File: src/pkg/scp_pkg.sv
// constants for the secondary synthesiser register bank
`default_nettype none

package scp_pkg;

	// ------------------------------------------------------------
	// bus geometry
	// ------------------------------------------------------------
	localparam int unsigned ADDR_W = 16;
	localparam int unsigned DATA_W = 16;

	// ------------------------------------------------------------
	// register offsets
	// ------------------------------------------------------------
	localparam logic [15:0] OFF_RESERVED_SLOT     = 16'h0412;
	localparam logic [15:0] OFF_PLL_LOOP_SETUP    = 16'h0414;
	localparam logic [15:0] OFF_PLL_ANALOG_TRIM   = 16'h0416;
	localparam logic [15:0] OFF_PLL_POWER_CONTROL = 16'h0418;
	localparam logic [15:0] OFF_SYNTH_STATUS      = 16'h04FE;

	// ------------------------------------------------------------
	// reset values
	// ------------------------------------------------------------
	localparam logic [15:0] RST_PLL_LOOP_SETUP    = 16'h0000;
	localparam logic [15:0] RST_PLL_ANALOG_TRIM   = 16'h0000;
	localparam logic [15:0] RST_PLL_POWER_CONTROL = 16'h0000;
	localparam logic [4:0]  RST_STATUS_STICKY     = 5'h00;
	localparam logic [15:0] RST_RDATA             = 16'h0000;

	// ------------------------------------------------------------
	// field positions of pll_loop_setup
	// ------------------------------------------------------------
	localparam int unsigned FLT_LSB   = 12;
	localparam int unsigned BAND_LSB  = 8;
	localparam int unsigned RSV_LSB   = 6;
	localparam int unsigned RATIO_LSB = 4;
	localparam int unsigned FB_LSB    = 0;
	// writable bits: all but 7-6
	localparam logic [15:0] LOOP_SETUP_WMASK = 16'hFF3F;
	localparam logic [15:0] POWER_CTRL_WMASK = 16'h0001;
	localparam int unsigned POWER_ON_BIT     = 0;

	// ------------------------------------------------------------
	// legal codes
	// ------------------------------------------------------------
	localparam logic [3:0] FLT_CODE_HIGH_REF = 4'h8;
	localparam logic [3:0] FLT_CODE_LOW_REF  = 4'hA;
	localparam logic [3:0] BAND_CODE_MIN     = 4'h1;
	localparam logic [3:0] BAND_CODE_MAX     = 4'h8;
	localparam logic [1:0] RATIO_CODE_X2     = 2'h1;
	localparam logic [1:0] RATIO_CODE_X4     = 2'h2;
	localparam logic [1:0] RATIO_CODE_X8     = 2'h3;
	localparam logic [3:0] RATIO_VALUE_X2    = 4'h2;
	localparam logic [3:0] RATIO_VALUE_X4    = 4'h4;
	localparam logic [3:0] RATIO_VALUE_X8    = 4'h8;
	localparam logic [3:0] RATIO_VALUE_NONE  = 4'h0;

	// ------------------------------------------------------------
	// status register bits
	// ------------------------------------------------------------
	localparam int unsigned ST_POWER_ON    = 0;
	localparam int unsigned ST_FLT_BAD     = 1;
	localparam int unsigned ST_BAND_BAD    = 2;
	localparam int unsigned ST_RATIO_BAD   = 3;
	localparam int unsigned ST_CFG_LIVE_WR = 4;
	localparam int unsigned ST_RSVD_WR     = 5;

endpackage : scp_pkg

`default_nettype wire

File: src/pkg/scp_cfg_if.sv
// configuration fields passed from register bank to decoder
`timescale 1ns/100ps
`default_nettype none

interface scp_cfg_if;
	logic [3:0] filter_resistance_code;
	logic [3:0] vco_band_code;
	logic [1:0] vco_ratio_factor;
	logic [3:0] feedback_factor;
	logic       flt_bad;
	logic       band_bad;
	logic       ratio_bad;
	logic [3:0] ratio_value;
	logic [4:0] fb_multiplier;

	modport regs (
		output filter_resistance_code,
		output vco_band_code,
		output vco_ratio_factor,
		output feedback_factor,
		input  flt_bad,
		input  band_bad,
		input  ratio_bad,
		input  ratio_value,
		input  fb_multiplier
	);

	modport decode (
		input  filter_resistance_code,
		input  vco_band_code,
		input  vco_ratio_factor,
		input  feedback_factor,
		output flt_bad,
		output band_bad,
		output ratio_bad,
		output ratio_value,
		output fb_multiplier
	);
endinterface : scp_cfg_if

`default_nettype wire

File: src/core/scp_cfg_decode.sv
// decoder of the loop setup fields into factors and legality flags
`timescale 1ns/100ps
`default_nettype none

module scp_cfg_decode (
	scp_cfg_if.decode cfg
);

	// ------------------------------------------------------------
	// factor decode
	// ------------------------------------------------------------
	always_comb begin
		unique case (cfg.vco_ratio_factor)
			scp_pkg::RATIO_CODE_X2: cfg.ratio_value = scp_pkg::RATIO_VALUE_X2;
			scp_pkg::RATIO_CODE_X4: cfg.ratio_value = scp_pkg::RATIO_VALUE_X4;
			scp_pkg::RATIO_CODE_X8: cfg.ratio_value = scp_pkg::RATIO_VALUE_X8;
			default:                cfg.ratio_value = scp_pkg::RATIO_VALUE_NONE;
		endcase
	end

	// output = reference times (field + 1)
	assign cfg.fb_multiplier = {1'b0, cfg.feedback_factor} + 5'h01;

	// ------------------------------------------------------------
	// reserved code detection
	// ------------------------------------------------------------
	assign cfg.flt_bad =
		(cfg.filter_resistance_code != scp_pkg::FLT_CODE_HIGH_REF) &&
		(cfg.filter_resistance_code != scp_pkg::FLT_CODE_LOW_REF);
	assign cfg.band_bad =
		(cfg.vco_band_code < scp_pkg::BAND_CODE_MIN) ||
		(cfg.vco_band_code > scp_pkg::BAND_CODE_MAX);
	assign cfg.ratio_bad =
		(cfg.ratio_value == scp_pkg::RATIO_VALUE_NONE);

endmodule : scp_cfg_decode

`default_nettype wire

File: src/core/scp_pll_regs.sv
// register bank configuring and enabling the secondary synthesiser
//
// The strobed register port is this design's own decision.
`timescale 1ns/100ps
`default_nettype none

module scp_pll_regs (
	input  wire logic        i_sys_clk,
	input  wire logic        i_reset,
	// register port
	input  wire logic [15:0] i_addr,
	input  wire logic [15:0] i_wdata,
	input  wire logic        i_wr,
	input  wire logic        i_rd,
	output logic      [15:0] o_rdata,
	// synthesiser controls
	output logic      [3:0]  o_filter_resistance_code,
	output logic      [3:0]  o_vco_band_code,
	output logic      [1:0]  o_vco_ratio_factor,
	output logic      [3:0]  o_feedback_factor,
	output logic      [15:0] o_analog_trim,
	output logic             o_synth_power_on,
	// decoded view
	output logic      [3:0]  o_vco_ratio_value,
	output logic      [4:0]  o_feedback_multiplier,
	output logic             o_cfg_reserved_code
);

	// ------------------------------------------------------------
	// helpers
	// ------------------------------------------------------------
	// masked merge keeps non-writable bits at their held value
	function automatic logic [15:0] scp_merge(
		input logic [15:0] held,
		input logic [15:0] wdata,
		input logic [15:0] wmask
	);
		scp_merge = (held & ~wmask) | (wdata & wmask);
	endfunction : scp_merge

	// exact match on the full byte offset, so no aliases
	function automatic logic scp_hit(
		input logic [15:0] addr,
		input logic [15:0] offset
	);
		scp_hit = (addr == offset);
	endfunction : scp_hit

	// ------------------------------------------------------------
	// state
	// ------------------------------------------------------------
	logic [15:0] loop_setup_reg;
	logic [15:0] loop_setup_next;
	logic [15:0] analog_trim_reg;
	logic [15:0] analog_trim_next;
	logic [15:0] power_ctrl_reg;
	logic [15:0] power_ctrl_next;
	logic        live_wr_reg;
	logic        live_wr_next;
	logic        rsvd_wr_reg;
	logic        rsvd_wr_next;
	logic [15:0] rdata_reg;
	logic [15:0] rdata_next;

	logic        wr_loop;
	logic        wr_trim;
	logic        wr_power;
	logic        wr_status;
	logic        wr_rsvd;
	logic [15:0] status_word;

	scp_cfg_if cfg ();

	scp_cfg_decode u_decode (
		.cfg (cfg.decode)
	);

	// ------------------------------------------------------------
	// address decode
	// ------------------------------------------------------------
	// unmapped offsets fall through: writes dropped, reads zero
	assign wr_loop   = i_wr && scp_hit(i_addr, scp_pkg::OFF_PLL_LOOP_SETUP);
	assign wr_trim   = i_wr && scp_hit(i_addr, scp_pkg::OFF_PLL_ANALOG_TRIM);
	assign wr_power  = i_wr && scp_hit(i_addr, scp_pkg::OFF_PLL_POWER_CONTROL);
	assign wr_status = i_wr && scp_hit(i_addr, scp_pkg::OFF_SYNTH_STATUS);
	// the slot holds nothing; a write there is only recorded
	assign wr_rsvd   = i_wr && scp_hit(i_addr, scp_pkg::OFF_RESERVED_SLOT);

	// ------------------------------------------------------------
	// field fan-out to the decoder
	// ------------------------------------------------------------
	assign cfg.filter_resistance_code =
		loop_setup_reg[scp_pkg::FLT_LSB +: 4];
	assign cfg.vco_band_code =
		loop_setup_reg[scp_pkg::BAND_LSB +: 4];
	assign cfg.vco_ratio_factor =
		loop_setup_reg[scp_pkg::RATIO_LSB +: 2];
	assign cfg.feedback_factor =
		loop_setup_reg[scp_pkg::FB_LSB +: 4];

	// ------------------------------------------------------------
	// status word
	// ------------------------------------------------------------
	// flags 1-3 follow the fields live; bits 4-5 are sticky
	always_comb begin
		status_word                          = 16'h0000;
		status_word[scp_pkg::ST_POWER_ON]    =
			power_ctrl_reg[scp_pkg::POWER_ON_BIT];
		status_word[scp_pkg::ST_FLT_BAD]     = cfg.flt_bad;
		status_word[scp_pkg::ST_BAND_BAD]    = cfg.band_bad;
		status_word[scp_pkg::ST_RATIO_BAD]   = cfg.ratio_bad;
		status_word[scp_pkg::ST_CFG_LIVE_WR] = live_wr_reg;
		status_word[scp_pkg::ST_RSVD_WR]     = rsvd_wr_reg;
	end

	// ------------------------------------------------------------
	// register next values
	// ------------------------------------------------------------
	always_comb begin
		loop_setup_next  = loop_setup_reg;
		analog_trim_next = analog_trim_reg;
		power_ctrl_next  = power_ctrl_reg;
		live_wr_next     = live_wr_reg;
		rsvd_wr_next     = rsvd_wr_reg;
		rdata_next       = 16'h0000;

		// bits 7-6 are never written, so they stay zero
		if (wr_loop) begin
			loop_setup_next = scp_merge(loop_setup_reg, i_wdata,
				scp_pkg::LOOP_SETUP_WMASK);
		end
		if (wr_trim) begin
			analog_trim_next = i_wdata;
		end
		if (wr_power) begin
			power_ctrl_next = scp_merge(power_ctrl_reg, i_wdata,
				scp_pkg::POWER_CTRL_WMASK);
		end

		// sticky flags: write 1 clears, a new event wins
		if (wr_status && i_wdata[scp_pkg::ST_CFG_LIVE_WR]) begin
			live_wr_next = 1'b0;
		end
		if (wr_status && i_wdata[scp_pkg::ST_RSVD_WR]) begin
			rsvd_wr_next = 1'b0;
		end
		// writes are still accepted; the loop may glitch, so flag it
		if ((wr_loop || wr_trim) &&
			power_ctrl_reg[scp_pkg::POWER_ON_BIT]) begin
			live_wr_next = 1'b1;
		end
		if (wr_rsvd) begin
			rsvd_wr_next = 1'b1;
		end

		// read data valid in the following cycle only
		if (i_rd) begin
			unique case (i_addr)
				scp_pkg::OFF_PLL_LOOP_SETUP:    rdata_next = loop_setup_reg;
				scp_pkg::OFF_PLL_ANALOG_TRIM:   rdata_next = analog_trim_reg;
				scp_pkg::OFF_PLL_POWER_CONTROL: rdata_next = power_ctrl_reg;
				scp_pkg::OFF_SYNTH_STATUS:      rdata_next = status_word;
				default:                        rdata_next = 16'h0000;
			endcase
		end
	end

	// ------------------------------------------------------------
	// registers
	// ------------------------------------------------------------
	// every register clears, so the loop starts powered down
	always_ff @(posedge i_sys_clk or posedge i_reset) begin
		if (i_reset) begin
			loop_setup_reg  <= scp_pkg::RST_PLL_LOOP_SETUP;
			analog_trim_reg <= scp_pkg::RST_PLL_ANALOG_TRIM;
			power_ctrl_reg  <= scp_pkg::RST_PLL_POWER_CONTROL;
			live_wr_reg     <= 1'b0;
			rsvd_wr_reg     <= 1'b0;
			rdata_reg       <= scp_pkg::RST_RDATA;
		end else begin
			loop_setup_reg  <= loop_setup_next;
			analog_trim_reg <= analog_trim_next;
			power_ctrl_reg  <= power_ctrl_next;
			live_wr_reg     <= live_wr_next;
			rsvd_wr_reg     <= rsvd_wr_next;
			rdata_reg       <= rdata_next;
		end
	end

	// ------------------------------------------------------------
	// outputs
	// ------------------------------------------------------------
	assign o_rdata                  = rdata_reg;
	assign o_filter_resistance_code = cfg.filter_resistance_code;
	assign o_vco_band_code          = cfg.vco_band_code;
	assign o_vco_ratio_factor       = cfg.vco_ratio_factor;
	assign o_feedback_factor        = cfg.feedback_factor;
	assign o_analog_trim            = analog_trim_reg;
	// 0 holds the loop in power down
	assign o_synth_power_on =
		power_ctrl_reg[scp_pkg::POWER_ON_BIT];
	assign o_vco_ratio_value        = cfg.ratio_value;
	assign o_feedback_multiplier    = cfg.fb_multiplier;
	// flagged only: software still owns the choice of code
	assign o_cfg_reserved_code =
		cfg.flt_bad || cfg.band_bad || cfg.ratio_bad;

endmodule : scp_pll_regs

`default_nettype wire

File: config.mk
export PLATFORM = sky130hd
export DESIGN_NAME = scp_pll_regs
export DESIGN_NICKNAME = d
export VERILOG_FILES = /design/src/pkg/scp_pkg.sv /design/src/pkg/scp_cfg_if.sv /design/src/core/scp_cfg_decode.sv /design/src/core/scp_pll_regs.sv
export SDC_FILE = /design/constraint.sdc
export NUM_CORES = 1
export LEC_CHECK = 0
export ABC_AREA = 1
export BUFFER_PORTS_ARGS = -buffer_cell sky130_fd_sc_hd__buf_2
export CAP_MARGIN = 10
export CELL_PAD_IN_SITES_DETAIL_PLACEMENT = 0
export CELL_PAD_IN_SITES_GLOBAL_PLACEMENT = 2
export CORE_ASPECT_RATIO = 1.1
export CORE_MARGIN = 2
export CORE_UTILIZATION = 28
export CTS_CLUSTER_DIAMETER = 150
export DETAILED_ROUTE_END_ITERATION = 8
export HOLD_SLACK_MARGIN = 0.06
export PLACE_DENSITY_LB_ADDON = 0.1
export REMOVE_ABC_BUFFERS = 1
export SYNTH_ARGS = -nofsm -noshare
export SYNTH_HDL_FRONTEND = slang
export SYNTH_SLANG_ARGS = --single-unit
export TNS_END_PERCENT = 1
File: constraint.sdc
create_clock -name i_sys_clk -period 1.4 [get_ports i_sys_clk]
set_input_delay 0 -clock i_sys_clk [delete_from_list [all_inputs] [get_ports i_sys_clk]]
set_output_delay 0 -clock i_sys_clk [all_outputs]
set_load 0.02 [all_outputs]
==> reports/metrics.yaml <==
maxCapViolCount: 0
drtIter0Drc: 63
ios: 93
finalWorstSetupSlack_ps: -96.8
dieArea_um2: 9560
min_to: "o_analog_trim[7]"
yosysUniqueCellTypes: 29
met3_length_um: 356
synth_area_leader_cell: "dfrtp_1"
hold_class: "in2reg"
fmax_mhz: 668
dpl.hpwl_um: 4770
drc: 0
grt_util_all_layers_pct: 14.1
gr-total-overflow: 0
synth_top_area_share_pct: 49.8
hold_path_depth: 3
portBuffers: 91
routed.top_layer: "met4"
violations: "negative setup slack"
diodes: 0
status: "finished with violations"
total_power_mw: 2.48
seq_area_frac_synth_pct: 49.8
die_w_um: 93.4
fill_cells: 890
path_buf_inv: 1
hp-start: "i_wr"
period_share_pct: 107
path_max_fanout: 4
wl_met2_um: 3120
clkLatencyLatePin_ps: 300
first_global_vias: 2128
grt_max_degree: 35
pre_cts_slack_ps: 84.0
cp.arrival_ps: 1500
antenna_found_initial: 0
cts.clk_slew.worst_paths_ps: 100
syn_avg_cell_area_um2: 8.70
vias: 2195
power_leakage_nw: 1.90
crit_type: "reg2out"
layout-drive-gt1-share_pct: 39.5
r2r_start: "rsvd_wr_reg"
ys_top_cells_by_area: "dfrtp_1 (50%), nand2_1 (11%), o21ai_2 (8.2%), nand3_1 (6.3%), inv_1 (5.6%)"
cp.required_ps: 1400
core_area_um2: 8450
grt_pass1_wl_um: 10400
htree_num_levels: 2
reg2regPathDepth: 3
synth_flop_cell: "dfrtp_1"
met1_length_um: 3020
cp-end-kind: "output pin"
via_per_inst: 4.27
reg2reg_to: "rsvd_wr_reg"
setup_viol_count_final: 1
yosys_warnings: 0
cp-start-kind: "flip-flop"
hold_viol_final: 0
clk_path_buf_depth: 2
slowest_stage: "dfrtp_1"
period_minus_slack_ps: 1500
syn_inst: 283
synth_edf_count: 0
worst_path_dominant_cell_family: "simple AND/OR/NAND/NOR gates"
cp_slowest_stage_delay_ps: 420
skew_ps: 6.34
cts_made_buffers: 5
initial_core_util_pct: 29.1
die-height_um: 102
synth_area_um2: 2460
maxSlewViolCount: 0
detail-route-antenna-nets: 0
synthTopCellsByCount: "nand2_1 (69), dfrtp_1 (49), inv_1 (37), nand3_1 (31), o21ai_2 (23)"
clock_sinks: 49
ys_seq_elements: 49
first_pass_iters: 4
cellPowerDensity_nw_per_um2: 737
vdd_ir_drop_max_mv: 0.349
multiInputGateArea_um2: 991
postRouteWirelength_um: 6600
rsz0062_at_grt: "yes"
root_buffer: "clkbuf_8"
cts_tree: "done"
syn_to_final_growth_pct: 36.7
row_count: 35
crit_chain: "nand3b_1, nand2_1, nand2_2, or3_4, buf_6"
wire_per_inst_um: 12.8
layout.nets: 440
yosysMostFrequentCell: "nand2_1"
async_reset_ff_share_pct: 100
seqCellArea_um2: 1230
place_congestion: 0.724
regToRegSetupSlack_ps: 250
timing repair:
item,4_1_cts,5_1_grt
buffers inserted,4,1
setup endpoints to repair,1,2
gates resized for setup,4,1
hold buffers,19,0
endpoints found under the hold margin,87,0
pin swaps,0,1
how the worst max path moves through the flow:
| stage | from | endpoint | slack, ps | cells past startpoint |
|---|---|---|---|---|
| 2_1_floorplan | i_addr[15] | o_analog_trim[0] | 100 | 8 |
| 3_3_place_gp | i_addr[15] | o_analog_trim[4] | 100 | 9 |
| 3_5_place_dp | i_addr[13] | o_analog_trim[4] | 80 | 9 |
| 4_1_cts | loop_setup_reg[10] | o_cfg_reserved_code | -120 | 5 |
| 5_1_grt | loop_setup_reg[10] | o_cfg_reserved_code | -170 | 5 |
| 6_report | loop_setup_reg[10] | o_cfg_reserved_code | -100 | 5 |
worst min-delay path, delay by kind of cell:
family        cells  cell delay [ps]
simple gates      2              160
buf+inv           1              190
cell families after synthesis:
| logic type | count (synthesis) | share of synthesized area (%) |
|---|---|---|
| and+or+nand+nor | 143 | 27.4 |
| AOI/OAI and AO/OA | 37 | 11.0 |
| other | 1 | 0.152 |
| buffers and inverters | 50 | 10.4 |
| xor gates and xnor gates | 2 | 0.712 |
| DFF | 49 | 49.8 |
| adders and majority gates | 1 | 0.508 |
per-layer routing:
layer,global-route usage [%],up-vias
met3,3.24,8
met4,4.41,0
met5,0,-
met2,24.0,60
met1,17.7,1005
li1,-,1122
final cells by class:
| class | instances | share of cell area, % |
|---|---|---|
| flip-flops and latches | 49 | 36.4 |
| repair buffers | 124 | 22.9 |
| inverters | 39 | 4.50 |
| multi-input cells | 184 | 29.4 |
| clock inverters | 1 | 0.223 |
| clock buffers | 6 | 2.45 |
| well taps | 111 | 4.12 |
placed cells by master, fill, tap and decap left out, types with 2 or more instances in the layout:
| cell | n |
|---|---|
| nand4_1 | 2 |
| inv_1 | 36 |
| buf_4 | 13 |
| nand2_1 | 68 |
| nor2_2 | 3 |
| nor2_4 | 3 |
| o21ai_1 | 5 |
| nand3_1 | 31 |
| nand2_2 | 11 |
| dfrtp_1 | 49 |
| clkbuf_8 | 6 |
| o21ai_2 | 23 |
| nor2_1 | 18 |
| buf_2 | 90 |
| nand2_4 | 2 |
| dlygate4sd3_1 | 19 |
| xor2_1 | 2 |
| a21oi_1 | 8 |
| inv_2 | 2 |
stage by stage:
stage                     setup TNS [ps]  area, um^2  hold WS [ps]  instances  util (%)
after global routing                -175        3370          89.2        514      39.8
after detailed placement               0        3030          7.39        483      35.9
final                              -96.8        3370          73.9        514      39.8
after global placement                 0        3030          12.6        483      35.9
after CTS                           -121        3350          70.5        513      39.7
after floorplan                        0        2360           104        272         -
report_power, final:
part	total [mW]	switching, mW	internal [mW]
clock	0.871	0.479	0.392
combinational	0.196	0.110	0.0860
sequential	1.41	0.000316	1.41
total	2.48	0.589	1.89
(Power assumes the default switching activity.)
